===== src/pkg/txpath_pkg.sv =====
// Package: constants, modes and carrier structs for the transmit bit path
package txpath_pkg;

  localparam int unsigned CLK_HZ         = 100_000_000;
  localparam int unsigned REF_HZ         = 20_000;
  localparam int unsigned REF_HALF_TICKS = CLK_HZ / (2 * REF_HZ);
  localparam int unsigned DIV_W          = 4;
  localparam int unsigned CHAR_BITS      = 8;
  localparam int unsigned ONES_STUFF     = 5;
  localparam int unsigned ONES_FLAG      = 6;
  localparam int unsigned CRC_MSB        = 15;
  localparam int unsigned DIV_ST_BIT     = 1;
  localparam int unsigned DIV_EXT_BIT    = 0;
  localparam logic [7:0]  FLAG_CHAR      = 8'h7E;

  typedef enum logic [1:0] {
    MODE_USER,
    MODE_SYS_TEST,
    MODE_EXT_MAINT,
    MODE_INT_MAINT
  } maint_mode_t;

  // Synced control requests: follow the inputs while idle or until the first character ends, then update only at character boundaries
  typedef struct packed {
    logic synced_abort_request;
    logic synced_flag_request;
    logic synced_crc_request;
    logic synced_start_of_message;
  } sync_ctl_t;

  // Path selects produced by the controller
  typedef struct packed {
    logic force_space_bit;
    logic select_crc_bit;
    logic select_shift_bit;
    logic bit_counter_enable;
  } path_sel_t;

endpackage : txpath_pkg


===== src/hdl/sync_tx_path_maint_clock.sv =====
// Transmit bit path controller with maintenance clock selection and loopback
//
// Behaviour
// - Controller uses protocol select, synced requests, ones counts, load strobe to steer path.
// - Bit counter enable drops while a stuffed zero is inserted.
// - Output selector picks shift bit, CRC MSB or controller space/mark.
// - Shift register advances only when qualifier set; off for control, CRC, stuff, load.
// - CRC advances only when qualifier set; off for control chars and stuffed zeros.
// - Buffer low eight bits load into shift register only on load-transfer.
// - High selected bit means mark, low means space.
// - Free-running 20 kHz reference runs always and feeds the maintenance divider.
// - Maintenance divider is a 4-bit up counter giving ref/2, /4, /8, /16.
// - 5 kHz output is system test clock and, gated by the step bit, the system test internal clock.
// - External maintenance drives 10 kHz divider output off the device.
// - Mode bits select modem, 5 kHz, 10 kHz or single-step clock.
// - Equal mode bits hold divider in load at zero.
// - 5 kHz divider output readable as monitor bit in system test.
// - Internal clock follows 5 kHz output when low select and step bit set and high select clear; in internal maintenance it is the step bit.
// - Clear low select bit in external maintenance suppresses internal clock.
// - Status bit is transmit output OR maintenance data, only in internal maintenance.
// - Maintenance data as loop source inhibits transmitter and clears output flop.
// - Looped data clocks into receiver by the software-stepped maintenance clock.
// - Synced control buffer updates only at last bit once opening flag is sent.
// - Outside flags insert a zero after five consecutive ones.
// - Bit-oriented framing applies when protocol select is clear.
// - Undefined selector inputs output a mark only.
`timescale 1ns/10ps
module sync_tx_path_maint_clock #(
  parameter int unsigned FIFO_DEPTH = 8
) (
  input  wire logic                   clk,
  input  wire logic                   rstn,
  input  wire logic                   modem_tx_clock,
  input  wire logic                   maint_select_low,
  input  wire logic                   maint_select_high,
  input  wire logic                   maint_step_clock,
  input  wire logic                   maint_input_data,
  input  wire logic                   byte_protocol_select,
  input  wire logic                   abort_request,
  input  wire logic                   flag_request,
  input  wire logic                   crc_request,
  input  wire logic                   start_of_message,
  input  wire logic                   late_load_skip,
  input  wire logic                   tx_active,
  input  wire logic                   crc_msb,
  input  wire logic [7:0]             data_in,
  input  wire logic                   data_in_valid,
  output logic                        data_in_ready,
  output logic                        line_bit_value,
  output logic                        tx_output_flop,
  output logic                        crc_clock_enable,
  output logic                        bit_strobe,
  output logic                        external_clock_out,
  output logic                        internal_maint_clock,
  output logic                        system_test_clock_monitor,
  output logic                        maint_tx_data_out,
  output logic                        rx_serial_data,
  output logic                        rx_shift_strobe,
  output txpath_pkg::path_sel_t       path_sel,
  output txpath_pkg::sync_ctl_t       sync_ctl
);

  // ==========================================================================
  // State
  typedef struct packed {
    logic [2:0]                 mclk_s;
    logic [2:0]                 step_s;
    logic [15:0]                ref_cnt;
    logic                       ref_clk;
    logic [txpath_pkg::DIV_W-1:0] div;
    logic [7:0]                 shift;
    logic [2:0]                 character_bit_counter;
    logic [2:0]                 consecutive_ones_counter;
    logic                       flag_sent;
    logic                       loading;
    logic                       tx_out;
    txpath_pkg::sync_ctl_t      sctl;
    logic                       crc_en;
    logic                       bstrobe;
    logic                       rx_strobe;
  } st_t;

  st_t                     st_q;
  st_t                     st_d;
  txpath_pkg::maint_mode_t mode;
  logic                    tx_clk;
  logic                    tx_edge;
  logic                    ref_tick;
  logic                    div_run;
  logic                    div_st;
  logic                    div_ext;
  logic                    last_bit;
  logic                    stuff;
  logic                    in_flag;
  logic [2:0]              flag_idx;
  logic                    sel_bit;
  logic                    shift_qual;
  logic                    buf_load;
  logic                    inhibit;
  logic [7:0]              fifo_data;
  logic                    fifo_valid;

  assign mode = txpath_pkg::maint_mode_t'({maint_select_high, maint_select_low});

  tx_fifo #(
    .WIDTH (8),
    .DEPTH (FIFO_DEPTH)
  ) u_fifo (
    .clk       (clk),
    .rstn      (rstn),
    .in_data   (data_in),
    .in_valid  (data_in_valid),
    .in_ready  (data_in_ready),
    .out_data  (fifo_data),
    .out_valid (fifo_valid),
    .out_ready (buf_load)
  );

  // ==========================================================================
  // Maintenance clocks
  assign ref_tick = (st_q.ref_cnt == 16'(txpath_pkg::REF_HALF_TICKS - 1));
  assign div_run  = maint_select_high ^ maint_select_low;
  assign div_st   = st_q.div[txpath_pkg::DIV_ST_BIT];
  assign div_ext  = st_q.div[txpath_pkg::DIV_EXT_BIT];

  // Low select gates both paths, so external mode has no internal clock
  assign internal_maint_clock = maint_select_low && st_q.step_s[1] && (div_st || !div_run);
  assign external_clock_out   = maint_select_high && !maint_select_low && div_ext;
  assign system_test_clock_monitor = div_st;

  always_comb
  begin
    case (mode)
      txpath_pkg::MODE_USER:      tx_clk = st_q.mclk_s[1];
      txpath_pkg::MODE_SYS_TEST:  tx_clk = internal_maint_clock;
      txpath_pkg::MODE_EXT_MAINT: tx_clk = div_ext;
      txpath_pkg::MODE_INT_MAINT: tx_clk = st_q.step_s[1];
      default:                    tx_clk = 1'b0;
    endcase
  end

  // Rising edge of selected clock; user clock edge from synced copy only
  assign tx_edge = tx_clk && !(mode == txpath_pkg::MODE_USER ? st_q.mclk_s[2] :
                               mode == txpath_pkg::MODE_INT_MAINT ? st_q.step_s[2] : st_q.bstrobe);

  // ==========================================================================
  // Path control
  assign inhibit  = maint_input_data;
  assign in_flag  = st_q.sctl.synced_flag_request || st_q.sctl.synced_abort_request;
  assign stuff    = !byte_protocol_select && !in_flag &&
                    (st_q.consecutive_ones_counter == 3'(txpath_pkg::ONES_STUFF));
  assign last_bit = (st_q.character_bit_counter == 3'(txpath_pkg::CHAR_BITS - 1));
  assign flag_idx = st_q.character_bit_counter;

  always_comb
  begin
    path_sel = '0;
    if (stuff)
    begin
      path_sel.force_space_bit = 1'b1;
    end
    else if (in_flag)
    begin
      path_sel.force_space_bit = !txpath_pkg::FLAG_CHAR[flag_idx];
      path_sel.bit_counter_enable = 1'b1;
    end
    else if (st_q.sctl.synced_crc_request)
    begin
      path_sel.select_crc_bit     = 1'b1;
      path_sel.bit_counter_enable = 1'b1;
    end
    else
    begin
      path_sel.select_shift_bit   = 1'b1;
      path_sel.bit_counter_enable = 1'b1;
    end
  end

  always_comb
  begin
    // Mark unless exactly one source is picked
    unique case ({path_sel.force_space_bit, path_sel.select_crc_bit, path_sel.select_shift_bit})
      3'b100:  sel_bit = 1'b0;
      3'b010:  sel_bit = crc_msb;
      3'b001:  sel_bit = st_q.shift[7];
      default: sel_bit = 1'b1;
    endcase
  end

  assign line_bit_value = sel_bit;
  assign buf_load   = tx_edge && last_bit && path_sel.bit_counter_enable &&
                      fifo_valid && !late_load_skip && !inhibit && tx_active;
  assign shift_qual = path_sel.select_shift_bit && !buf_load;

  always_comb
  begin
    st_d           = st_q;
    st_d.mclk_s    = {st_q.mclk_s[1:0], modem_tx_clock};
    st_d.step_s    = {st_q.step_s[1:0], maint_step_clock};
    st_d.bstrobe   = tx_clk;
    st_d.crc_en    = 1'b0;
    st_d.rx_strobe = 1'b0;
    st_d.ref_cnt   = ref_tick ? '0 : st_q.ref_cnt + 16'h0001;
    // Load is level-held, it does not wait for a reference edge
    if (!div_run)
    begin
      st_d.div = '0;
    end
    else if (ref_tick && !st_q.ref_clk)
    begin
      st_d.div = st_q.div + 4'h1;
    end
    if (ref_tick)
    begin
      st_d.ref_clk = !st_q.ref_clk;
    end
    if (inhibit || !tx_active)
    begin
      st_d.tx_out = 1'b0;
      st_d.consecutive_ones_counter = '0;
      st_d.character_bit_counter = '0;
      st_d.flag_sent = 1'b0;
      st_d.sctl = {abort_request, flag_request, crc_request, start_of_message};
    end
    else if (tx_edge)
    begin
      st_d.tx_out = sel_bit;
      st_d.crc_en = !in_flag && !stuff && path_sel.select_shift_bit;
      st_d.consecutive_ones_counter = sel_bit ?
        (st_q.consecutive_ones_counter == 3'(txpath_pkg::ONES_FLAG) ?
         st_q.consecutive_ones_counter : st_q.consecutive_ones_counter + 3'h1) : '0;
      if (path_sel.bit_counter_enable)
      begin
        st_d.character_bit_counter = st_q.character_bit_counter + 3'h1;
      end
      if (shift_qual)
      begin
        st_d.shift = {st_q.shift[6:0], 1'b0};
      end
      if (buf_load)
      begin
        st_d.shift = fifo_data;
      end
      if (path_sel.bit_counter_enable && last_bit)
      begin
        st_d.flag_sent = 1'b1;
      end
      // Before the opening flag ends, follow requests every bit
      if (!st_q.flag_sent || (path_sel.bit_counter_enable && last_bit))
      begin
        st_d.sctl = {abort_request, flag_request, crc_request, start_of_message};
      end
    end
    st_d.rx_strobe = tx_edge && (mode == txpath_pkg::MODE_INT_MAINT);
  end

  always_ff @(posedge clk or negedge rstn)
  begin
    if (!rstn)
    begin
      st_q <= '0;
    end
    else
    begin
      st_q <= st_d;
    end
  end

  // ==========================================================================
  // Outputs and loopback
  assign tx_output_flop    = st_q.tx_out;
  assign crc_clock_enable  = st_q.crc_en;
  assign bit_strobe        = tx_edge;
  assign sync_ctl          = st_q.sctl;
  assign rx_serial_data    = st_q.tx_out || maint_input_data;
  assign rx_shift_strobe   = st_q.rx_strobe;
  assign maint_tx_data_out = (mode == txpath_pkg::MODE_INT_MAINT) &&
                             (st_q.tx_out || maint_input_data);

  // ==========================================================================
  // Checks
  property p_div_hold;
    @(posedge clk) disable iff (!rstn) !div_run |=> st_q.div == '0;
  endproperty
  a_div_hold : assert property (p_div_hold) else $error("divider not held");

  property p_status;
    @(posedge clk) disable iff (!rstn) (mode != txpath_pkg::MODE_INT_MAINT) |-> !maint_tx_data_out;
  endproperty
  a_status : assert property (p_status) else $error("status bit outside mode");

  property p_inhibit;
    @(posedge clk) disable iff (!rstn) inhibit |=> !tx_output_flop;
  endproperty
  a_inhibit : assert property (p_inhibit) else $error("output flop not cleared");

  property p_stuff;
    @(posedge clk) disable iff (!rstn) stuff |-> !path_sel.bit_counter_enable && !line_bit_value;
  endproperty
  a_stuff : assert property (p_stuff) else $error("stuffing wrong");

  property p_ext;
    @(posedge clk) disable iff (!rstn) (mode == txpath_pkg::MODE_EXT_MAINT) |-> !internal_maint_clock;
  endproperty
  a_ext : assert property (p_ext) else $error("internal clock in external mode");

  property p_load;
    @(posedge clk) disable iff (!rstn) buf_load |=> st_q.shift == $past(fifo_data);
  endproperty
  a_load : assert property (p_load) else $error("shift load wrong");

  property p_mark;
    @(posedge clk) disable iff (!rstn)
      !(path_sel.force_space_bit || path_sel.select_crc_bit || path_sel.select_shift_bit) |-> line_bit_value;
  endproperty
  a_mark : assert property (p_mark) else $error("undefined select not mark");

  property p_qual;
    @(posedge clk) disable iff (!rstn) (in_flag || buf_load) |-> !shift_qual;
  endproperty
  a_qual : assert property (p_qual) else $error("shift qualifier active");

endmodule : sync_tx_path_maint_clock


===== src/hdl/tx_fifo.sv =====
// Parameterised valid/ready FIFO
`timescale 1ns/10ps
module tx_fifo #(
  parameter int unsigned WIDTH = 8,
  parameter int unsigned DEPTH = 8
) (
  input  wire logic             clk,
  input  wire logic             rstn,
  input  wire logic [WIDTH-1:0] in_data,
  input  wire logic             in_valid,
  output logic                  in_ready,
  output logic [WIDTH-1:0]      out_data,
  output logic                  out_valid,
  input  wire logic             out_ready
);
  localparam int unsigned AW = $clog2(DEPTH);

  typedef struct packed {
    logic [AW-1:0] wr;
    logic [AW-1:0] rd;
    logic [AW:0]   cnt;
  } fifo_st_t;

  fifo_st_t         st_q;
  fifo_st_t         st_d;
  logic [WIDTH-1:0] mem [DEPTH];
  logic             push;
  logic             pop;

  assign in_ready  = (st_q.cnt != (AW+1)'(DEPTH));
  assign out_valid = (st_q.cnt != '0);
  assign push      = in_valid && in_ready;
  assign pop       = out_valid && out_ready;
  assign out_data  = mem[st_q.rd];

  always_comb
  begin
    st_d = st_q;
    if (push)
    begin
      st_d.wr = (st_q.wr == AW'(DEPTH-1)) ? '0 : st_q.wr + 1'b1;
    end
    if (pop)
    begin
      st_d.rd = (st_q.rd == AW'(DEPTH-1)) ? '0 : st_q.rd + 1'b1;
    end
    st_d.cnt = st_q.cnt + (AW+1)'(push) - (AW+1)'(pop);
  end

  always_ff @(posedge clk or negedge rstn)
  begin
    if (!rstn)
    begin
      st_q <= '0;
    end
    else
    begin
      st_q <= st_d;
    end
  end

  always_ff @(posedge clk)
  begin
    if (push)
    begin
      mem[st_q.wr] <= in_data;
    end
  end

  a_fifo_bound : assert property (@(posedge clk) disable iff (!rstn) st_q.cnt <= (AW+1)'(DEPTH))
    else $error("fifo count out of range");
endmodule : tx_fifo


===== config.mk =====
export PLATFORM = sky130hd
export DESIGN_NAME = sync_tx_path_maint_clock
export DESIGN_NICKNAME = d
export VERILOG_FILES = /design/src/pkg/txpath_pkg.sv /design/src/hdl/sync_tx_path_maint_clock.sv /design/src/hdl/tx_fifo.sv
export SDC_FILE = /design/constraint.sdc
export NUM_CORES = 1
export LEC_CHECK = 0
export BUFFER_PORTS_ARGS = -buffer_cell sky130_fd_sc_hd__buf_2
export CORE_UTILIZATION = 50
export CTS_BUF_LIST = sky130_fd_sc_hd__clkbuf_4 sky130_fd_sc_hd__clkbuf_8 sky130_fd_sc_hd__clkbuf_16
export CTS_CLUSTER_SIZE = 8
export DETAILED_ROUTE_END_ITERATION = 7
export PLACE_DENSITY_LB_ADDON = 0.05
export SYNTH_ARGS = -nofsm -noshare
export SYNTH_HDL_FRONTEND = slang
export SYNTH_HIERARCHICAL = 1
export SYNTH_SLANG_ARGS = --single-unit

===== constraint.sdc =====
create_clock -name clk -period 5.39 [get_ports clk]
set_input_delay 0.539 -clock clk [delete_from_list [all_inputs] [get_ports clk]]
set_output_delay 0.539 -clock clk [all_outputs]
set_load 0.02 [all_outputs]

==> out/results.txt, run 1 <==
The number of antenna violations at the first check in global routing was 0; the count of standard-cell rows was 38. The total of endpoints with negative setup slack in the final report was 0; the storage element area was 0.00337 mm^2. The floorplan step set the die height to 108 um.

The tools report the worst max-slew margin expressed relative to the limit as 0.297. By area the synthesized netlist is led by edfxtp_1 34%, dfrtp_1 26%, ha_1 4.9%. For the total half-perimeter wirelength after legalization and detailed placement, the log shows 6.94 mm. CTS saw 122 sinks.

The run gives 0.598 as the sequential-to-total area share from yosys stat. Setup repair after global routing left no endpoint under its margin. The global routing usage summed across all routing layers is 0.200, and the post-detailed-route DRC marker count is 0. The tools report the setup slack after placement as 1.78 ns. For the detailed router's first-iteration violation count, the log shows 172. STA puts the critical path data required time at 4.85 ns. Setup slack on the critical path of the routed design comes to 2.27 ns. Derived from the worst setup path, the maximum achievable clock frequency is 321 MHz. The fraction of layout instances using a drive strength above 1 came out at 0.248.

The H-tree level count came out at 4. The wire length of the first global-routing pass was 17.2 mm. The root buffer cell chosen for the clock tree is clkbuf_8. The number of hold-slack violations in the final timing report came out at 0. The run finished with clean final reports. The run gives 0 as the number of pins exceeding their max-slew limit in the final report. 43 I/O pins were placed. Via count of the first global-routing pass: 3463. Once the clock tree was built, the resizer swapped 0 gates to a different size. The count of nets after finishing was 493; the number of synthesized flops with an enable pin was 64. The Yosys step of the flow raised 6 warnings. The final-layout fill cell count was 874; the shortest clock period the worst path allows after layout was 3.12 ns. Core utilization of the finished layout: 0.596. The largest individual stage delay along the critical path comes from the cell nor4_1. The clock buffer count from CTS came out at 17. The detailed router placed 3373 vias in this run.

The average footprint of a synthesized cell is 14.2 um^2, and the overall die width is 108 um. The share of Yosys cell area claimed by the top area cell type was 0.341. Data on the critical path arrives at its endpoint at 2.58 ns. The layout-stage area growth over the synthesis result works out to 15.1%. Initial core utilization: 0.518. The critical path goes through ha_1 > and3b_4 > nor4_1 > or2_2 > buf_2.

Entering global routing, the biggest net connects 59 pins. The number of distinct library cells after synthesis is 60. The logs give 0 for the hold buffer count at cts and 0.00961 ns for the largest clock skew in the final design.

The number of port buffers is 42. TritonCTS built the clock tree. Clock-pin slew on the worst setup and hold paths: 0.05 ns.

The routed wirelength normalized by instance count came out at 17.4 um. In the synthesized netlist, the number of instances is 398. The critical path launch point type is a flop. For the number of nets with antenna violations after routing, the log shows 0.

The worst setup path is captured at an output port. The dominant synthesized flop cell was edfxtp_1. In the final timing run, aggregate negative setup slack is 0 ns.

The tools report the max-cap violation count as 0. The family of cells with the greatest summed delay on the critical path was simple AND/OR/NAND/NOR gates. The total overflow left after global routing is 0.

The run gives 0.0109 mm^2 as the total core area. Clock latency on the worst-skew pair, taken at its later pin, is 0.51 ns. Async set-reset flop share out of synthesis: 0.475.

The routability congestion estimate from global placement is 0.793. When the netlist entered floorplanning its net count stood at 445. The floorplan step defined a die boundary enclosing 0.0117 mm^2. In this design, the stage delay of the slowest critical-path cell is 0.79 ns.

The logs give 0.00207 mm^2 for the area of the multi-input gates and 2 for the worst-case clock buffer depth. The path type of the worst setup path was reg2out. Worst vdd rail ir drop: 350 uV. After detailed routing, the number of vias per cell comes to 5.63.

At the pin with the least slew margin, the transition time is 1.05 ns. After detailed routing, the total wire length is 10.4 mm. Along the worst path, the maximum fanout reaches 7.

The netlist area before placement was 0.00564 mm^2; the number of setup buffers added after CTS was 0. Synthesis inferred 122 register bits. The tools report the count of TritonRoute iterations in the first routing pass as 4. The buffer and inverter count on the worst path is 1, and the areal power density over the cells is 384 mW/mm^2. The min-delay analysis places its worst path in the category in2reg. The top cell type by total area after synthesis was edfxtp_1.

The final worst-path cycle share was 0.578. In this run the static leakage power is 2.62 nW. 0 antenna diodes ended up in the layout.
[registers in the layout, indices dropped and copies added, names as in the netlist]
name and flops:
st_d 4, flag_idx 3, st_q 32, sync_ctl 4, system_test_clock_monitor 1, div_ext 1
crc_clock_enable 1, u_fifo/mem 64, tx_output_flop 1, rx_shift_strobe 1, u_fifo/st_q 10
[logic make-up after synthesis]
group,synth area share
AND/OR/NAND/NOR,0.103
XOR/XNOR,0.0264
AO/OA/AOI/OAI,0.0772
adder cells (fa/ha/maj),0.0524
multiplexers,0.108
flip-flops,0.598
buffers and inverters,0.0344
[layout make-up]
class                   count  share of cell area
multi-input cells         239               0.319
well taps                 140              0.0270
clock inverters             9              0.0120
repair buffers             48              0.0393
clock buffers              23              0.0717
flip-flops and latches    122               0.520
inverters                  18              0.0112
[final timing paths]
path / start / to / slack [ns] / cells after the start
max in group asynchronous: rstn / flag_idx[0] / 4.73 / 2
max reg2reg: u_fifo/st_q[2] / u_fifo/st_q[2] / 2.31 / 13
min: modem_tx_clock / st_d[49] / 0.14 / 1
min reg2reg: st_d[49] / st_d[50] / 0.34 / 0
min in group asynchronous: rstn / st_q[33] / 0.17 / 2
max: st_q[10] / line_bit_value / 2.27 / 5
[per-layer routing]
layer,GRT usage,vias to the layer above,routed length (um),part of all wire
li1,-,1601,-,-
met1,0.249,1684,4730,0.45
met2,0.332,78,5130,0.49
met3,0.0627,10,459,0.044
met4,0.0656,0,96,0.0092
met5,0,-,0,0
[cell usage in the layout (no fill, tap or decap), types with 9 or more instances in the layout]
cell type and instances:
dfrtp_1 58, nand2_1 26, nor3_1 9, edfxtp_1 64, nor2_1 15, xnor2_1 9, inv_1 17, a21oi_1 11
ha_1 22, clkbuf_16 16, o22ai_1 11, buf_2 42
[Yosys cell counts, types with 5 or more instances]
master and instances:
nor2_1 15, mux2_2 7, nand3_1 6, o22ai_1 11, mux4_1 8, and2_1 7, mux4_2 8, a21oi_1 11
o21ai_0 7, dfrtp_1 58, a22o_1 6, nand4_1 8, ha_1 22, nor4_1 5, nor3_1 9, nand2_1 26
mux2_4 8, xor2_1 8, clkbuf_1 8, xnor2_1 9, inv_1 17, edfxtp_1 64
[metrics by stage]
step / hold slack (ns) / total power [W] / instances / cell area, um^2
6_report: 0.136 / 0.00249 / 599 / 6490
5_1_grt: 0.105 / 0.00261 / 599 / 6490
3_3_place_gp: 0.338 / 0.00147 / 567 / 5950
2_1_floorplan: 0.243 / 0.00138 / 398 / 5640
4_1_cts: 0.111 / 0.00252 / 599 / 6490
3_5_place_dp: 0.338 / 0.00149 / 567 / 5950
[power by group]
group	internal [W]	switching (W)	total, W
clock network	0.000643	0.000381	0.00102
registers	0.00110	0.0000475	0.00114
logic	0.000136	0.000185	0.000321
total	0.00188	0.000613	0.00249
Note: power is estimated with default switching activity, not from simulation.
==> inputs of run 2 (changes only) <==
==> constraint.sdc (replaced) <==
create_clock -name clk -period 2.7 [get_ports clk]
set_input_delay 0.27 -clock clk [delete_from_list [all_inputs] [get_ports clk]]
set_output_delay 0.27 -clock clk [all_outputs]
set_load 0.02 [all_outputs]
==> run 2 against run 1 <==
  * Worst hold slack worse by 0.11 ns
  * Sequential share of layout area is 2.3 points lower
  * Cell area grew 4.6%
  * Flip-flop and latch count stayed put
  * Highest routed layer unchanged
  * Count of clock-buffer cells in the layout shrank 4
  * Final cell count increased by 5.0%
  * Total power is 110% higher
  * Die area did not move
  * First-iteration DRC count fell by 4.1%
  * Wire length rose by 3.4%
  * Register-to-register slack got worse by 2.2 ns
==> out/results.txt, run 2 (synthesized netlist as in run 1, its figures left out) <==
Between clock sinks in the finished design, the worst skew comes to 0.00553 ns. The worst setup path is captured at a flop. The total power consumption of the routed design was 0.00511 W; the count of TritonRoute iterations in the first routing pass was 4.

Relative to the synthesized area, the layout overhead comes to 20.4%. The register with the most flip-flops in the layout has 64 of them. Setup repair after global routing left no endpoint under its margin. The routed wirelength normalized by instance count is 17.1 um. In the final layout, the registers with the most flip-flops are u_fifo/mem (64), st_q (32), u_fifo/st_q (10).

The routability congestion estimate from global placement is 0.767, and the post-detailed-route DRC marker count is 0. In this run the worst hold path is classified as in2reg. The clock latency on the worst-skew pair is 0.52 ns. Setup violations remaining at the end of the flow were counted as 0.

The routed design uses 5.44 mm of met2 wire. In this run the number of H-tree levels came out at 4. The tools report the accumulated negative setup slack as 0 ns. In this run the most critical hold path is launched from flag_request.

Leaving out fill and tap cells, the most frequent cell in the layout is edfxtp_1. The end point of the most critical hold path is sync_ctl[2]. The via count normalized by instance count came out at 5.52. For the finished layout, the period the worst path requires is 2.55 ns. The tool flagged a number of max-cap violations equal to 0. In the final routing, the length of wire on met1 measures 4.74 mm. The worst setup path is launched from a flop. The number of antenna diodes in the final layout is 0. The tools report the global routing usage summed across all routing layers as 0.211. The worst hold path passes through 3 cells. Timing would allow up to 393 MHz.

Total core area: 0.0109 mm^2. For the via count of the first global-routing pass, the log shows 3533. After detailed routing, the met3 layer carries 419 um of wire. The final route contains 3475 vias. The root cell of the clock tree was clkbuf_8. Path type of the worst setup path: reg2reg.

In the layout the commonest cells are 64 x edfxtp_1, 58 x dfrtp_1, 42 x buf_2, 26 x buf_4, 25 x nand2_1. Counting the buffers created by CTS gives 17. The clock passes through at most 2 buffers. After detailed placement, the design holds a cell count of 587.

The tools report the maximum number of pins on one net before global-route repair as 33. Register with the most flip-flops: u_fifo/mem. The flow ran to the end, and the final reports show no timing, DRC or antenna violations. The highest layer used for signal routing is met4. Hold is met by 0.0272 ns. Final worst-path cycle share: 0.943. The count of standard-cell rows is 38.

The overall die width came out at 108 um. The fraction of layout instances using a drive strength above 1 is 0.284. Detailed placement ended at an HPWL of 7.24 mm. After detailed routing, the total wire length is 10.8 mm.

Of all nets on the critical path, the largest fanout is 3. Initial core utilization: 0.518. The worst vdd rail ir drop is 594 uV, and the setup slack of the most critical reg-to-reg path is 0.15 ns. For this design the ratio of total power to cell area is 753 mW/mm^2. The endpoint identified for the worst register-to-register timing path is u_fifo/st_q[2]. The tools report the number of pins exceeding their max-slew limit in the final report as 0.

For the pin with the worst max-slew slack, the measured transition is 0.734 ns. The first global-routing pass estimated 17.8 mm of wire. For this design the top-level I/O count stands at 43.

Fill cells in the final layout number 829. Clock sink count: 122. The tools report the launch instance of the worst register-to-register path as u_fifo/st_q[2].

Clock-pin slew on the worst setup and hold paths: 0.05 ns. The final cell count without fillers was 629. The global route total overflow is 0, and the signal arrival time at the worst endpoint is 2.95 ns. The number of setup buffers added after CTS is 0. The worst register-to-register path has a depth of 13. The logs give 2.77 nW for the leakage power of the design and 523 for the count of nets after finishing.

Number of antenna violations at the first check in global routing: 0. Buffers placed on the I/O ports in this run total 42. The area of the die was 0.0117 mm^2. The first routing iteration left 165 violations. Once detail routing completed, the nets flagged for antenna violations numbered 0. The tools report the critical path data required time as 3.10 ns. The number of hold-slack violations in the final timing report came out at 0.

TritonCTS built the clock tree. The worst max-slew margin expressed relative to the limit was 0.511; the die span in y was 108 um.
==> run 2: changes by cell type in the layout (fill, tap and decap cells not counted), sizes merged <==
cell	delta
clkinvlp	+1
bufinv	+1
buf	+20
dlygate4sd3	+10
clkinv	+1
clkbuf	-4
inv	+1
==> run 2: cell type report <==
class | instances | area, um^2 | share of cell area
Inverter | 18 | 72.6 | 0.0107
Multi-Input combinational cell | 239 | 2100 | 0.310
Clock buffer | 19 | 429 | 0.0632
Timing Repair Buffer | 78 | 505 | 0.0745
Tap cell | 140 | 175 | 0.0258
Sequential cell | 122 | 3370 | 0.497
Clock inverter | 13 | 128 | 0.0188
==> run 2: worst max-delay path by stage <==
stage | from | slack, ns | endpoint | depth (start not counted)
final | u_fifo/st_q[2] | 0.15 | u_fifo/st_q[2] | 13
after global routing | u_fifo/st_q[2] | 0.002 | u_fifo/st_q[2] | 13
after CTS | u_fifo/st_q[2] | 0.05 | u_fifo/st_q[2] | 13
after detailed placement | maint_select_low | -0.04 | u_fifo/st_q[2] | 14
after global placement | maint_select_low | 0.05 | u_fifo/st_q[2] | 14
after floorplan | maint_select_low | 0.03 | u_fifo/st_q[2] | 13
==> run 2: per-stage QoR <==
step           worst slack (ns)   util  instance area [um^2]
6_report                  0.154  0.623                  6790
5_1_grt                 0.00177  0.623                  6790
4_1_cts                  0.0484  0.623                  6780
2_1_floorplan            0.0344      -                  5660
3_5_place_dp            -0.0382  0.562                  6120
3_3_place_gp             0.0528  0.562                  6120
==> run 2: where the power goes <==
| part | switching, W | total [W] | internal, W |
|---|---|---|---|
| Combinational | 0.000405 | 0.000728 | 0.000323 |
| Clock | 0.000770 | 0.00209 | 0.00132 |
| Sequential | 0.000102 | 0.00229 | 0.00219 |
| Total | 0.00128 | 0.00511 | 0.00383 |
==> run 2: routing by layer <==
layer / GRT usage / vias to the layer above
met1: 0.254 / 1731
met2: 0.352 / 66
li1: - / 1663
met5: 0 / -
met4: 0.0900 / 0
met3: 0.0627 / 15
==> run 2: repair_timing <==
item,in CTS,in global routing
hold endpoints to repair,74,0
endpoints found under the setup margin,0,3
hold buffers,10,0
gates resized for setup,0,4
==> run 2: critical path, cell delays in order, from the launching register on <==
cell and delay, ns:
dfrtp_1 0.37, inv_2 0.07, ha_1 0.13, or3b_4 0.38, nand3b_1 0.14, a21oi_2 0.08, and2_4 0.18, nand2_2 0.05
inv_1 0.04, ha_1 0.26, inv_1 0.04, ha_1 0.20, fa_2 0.35, xor2_1 0.15
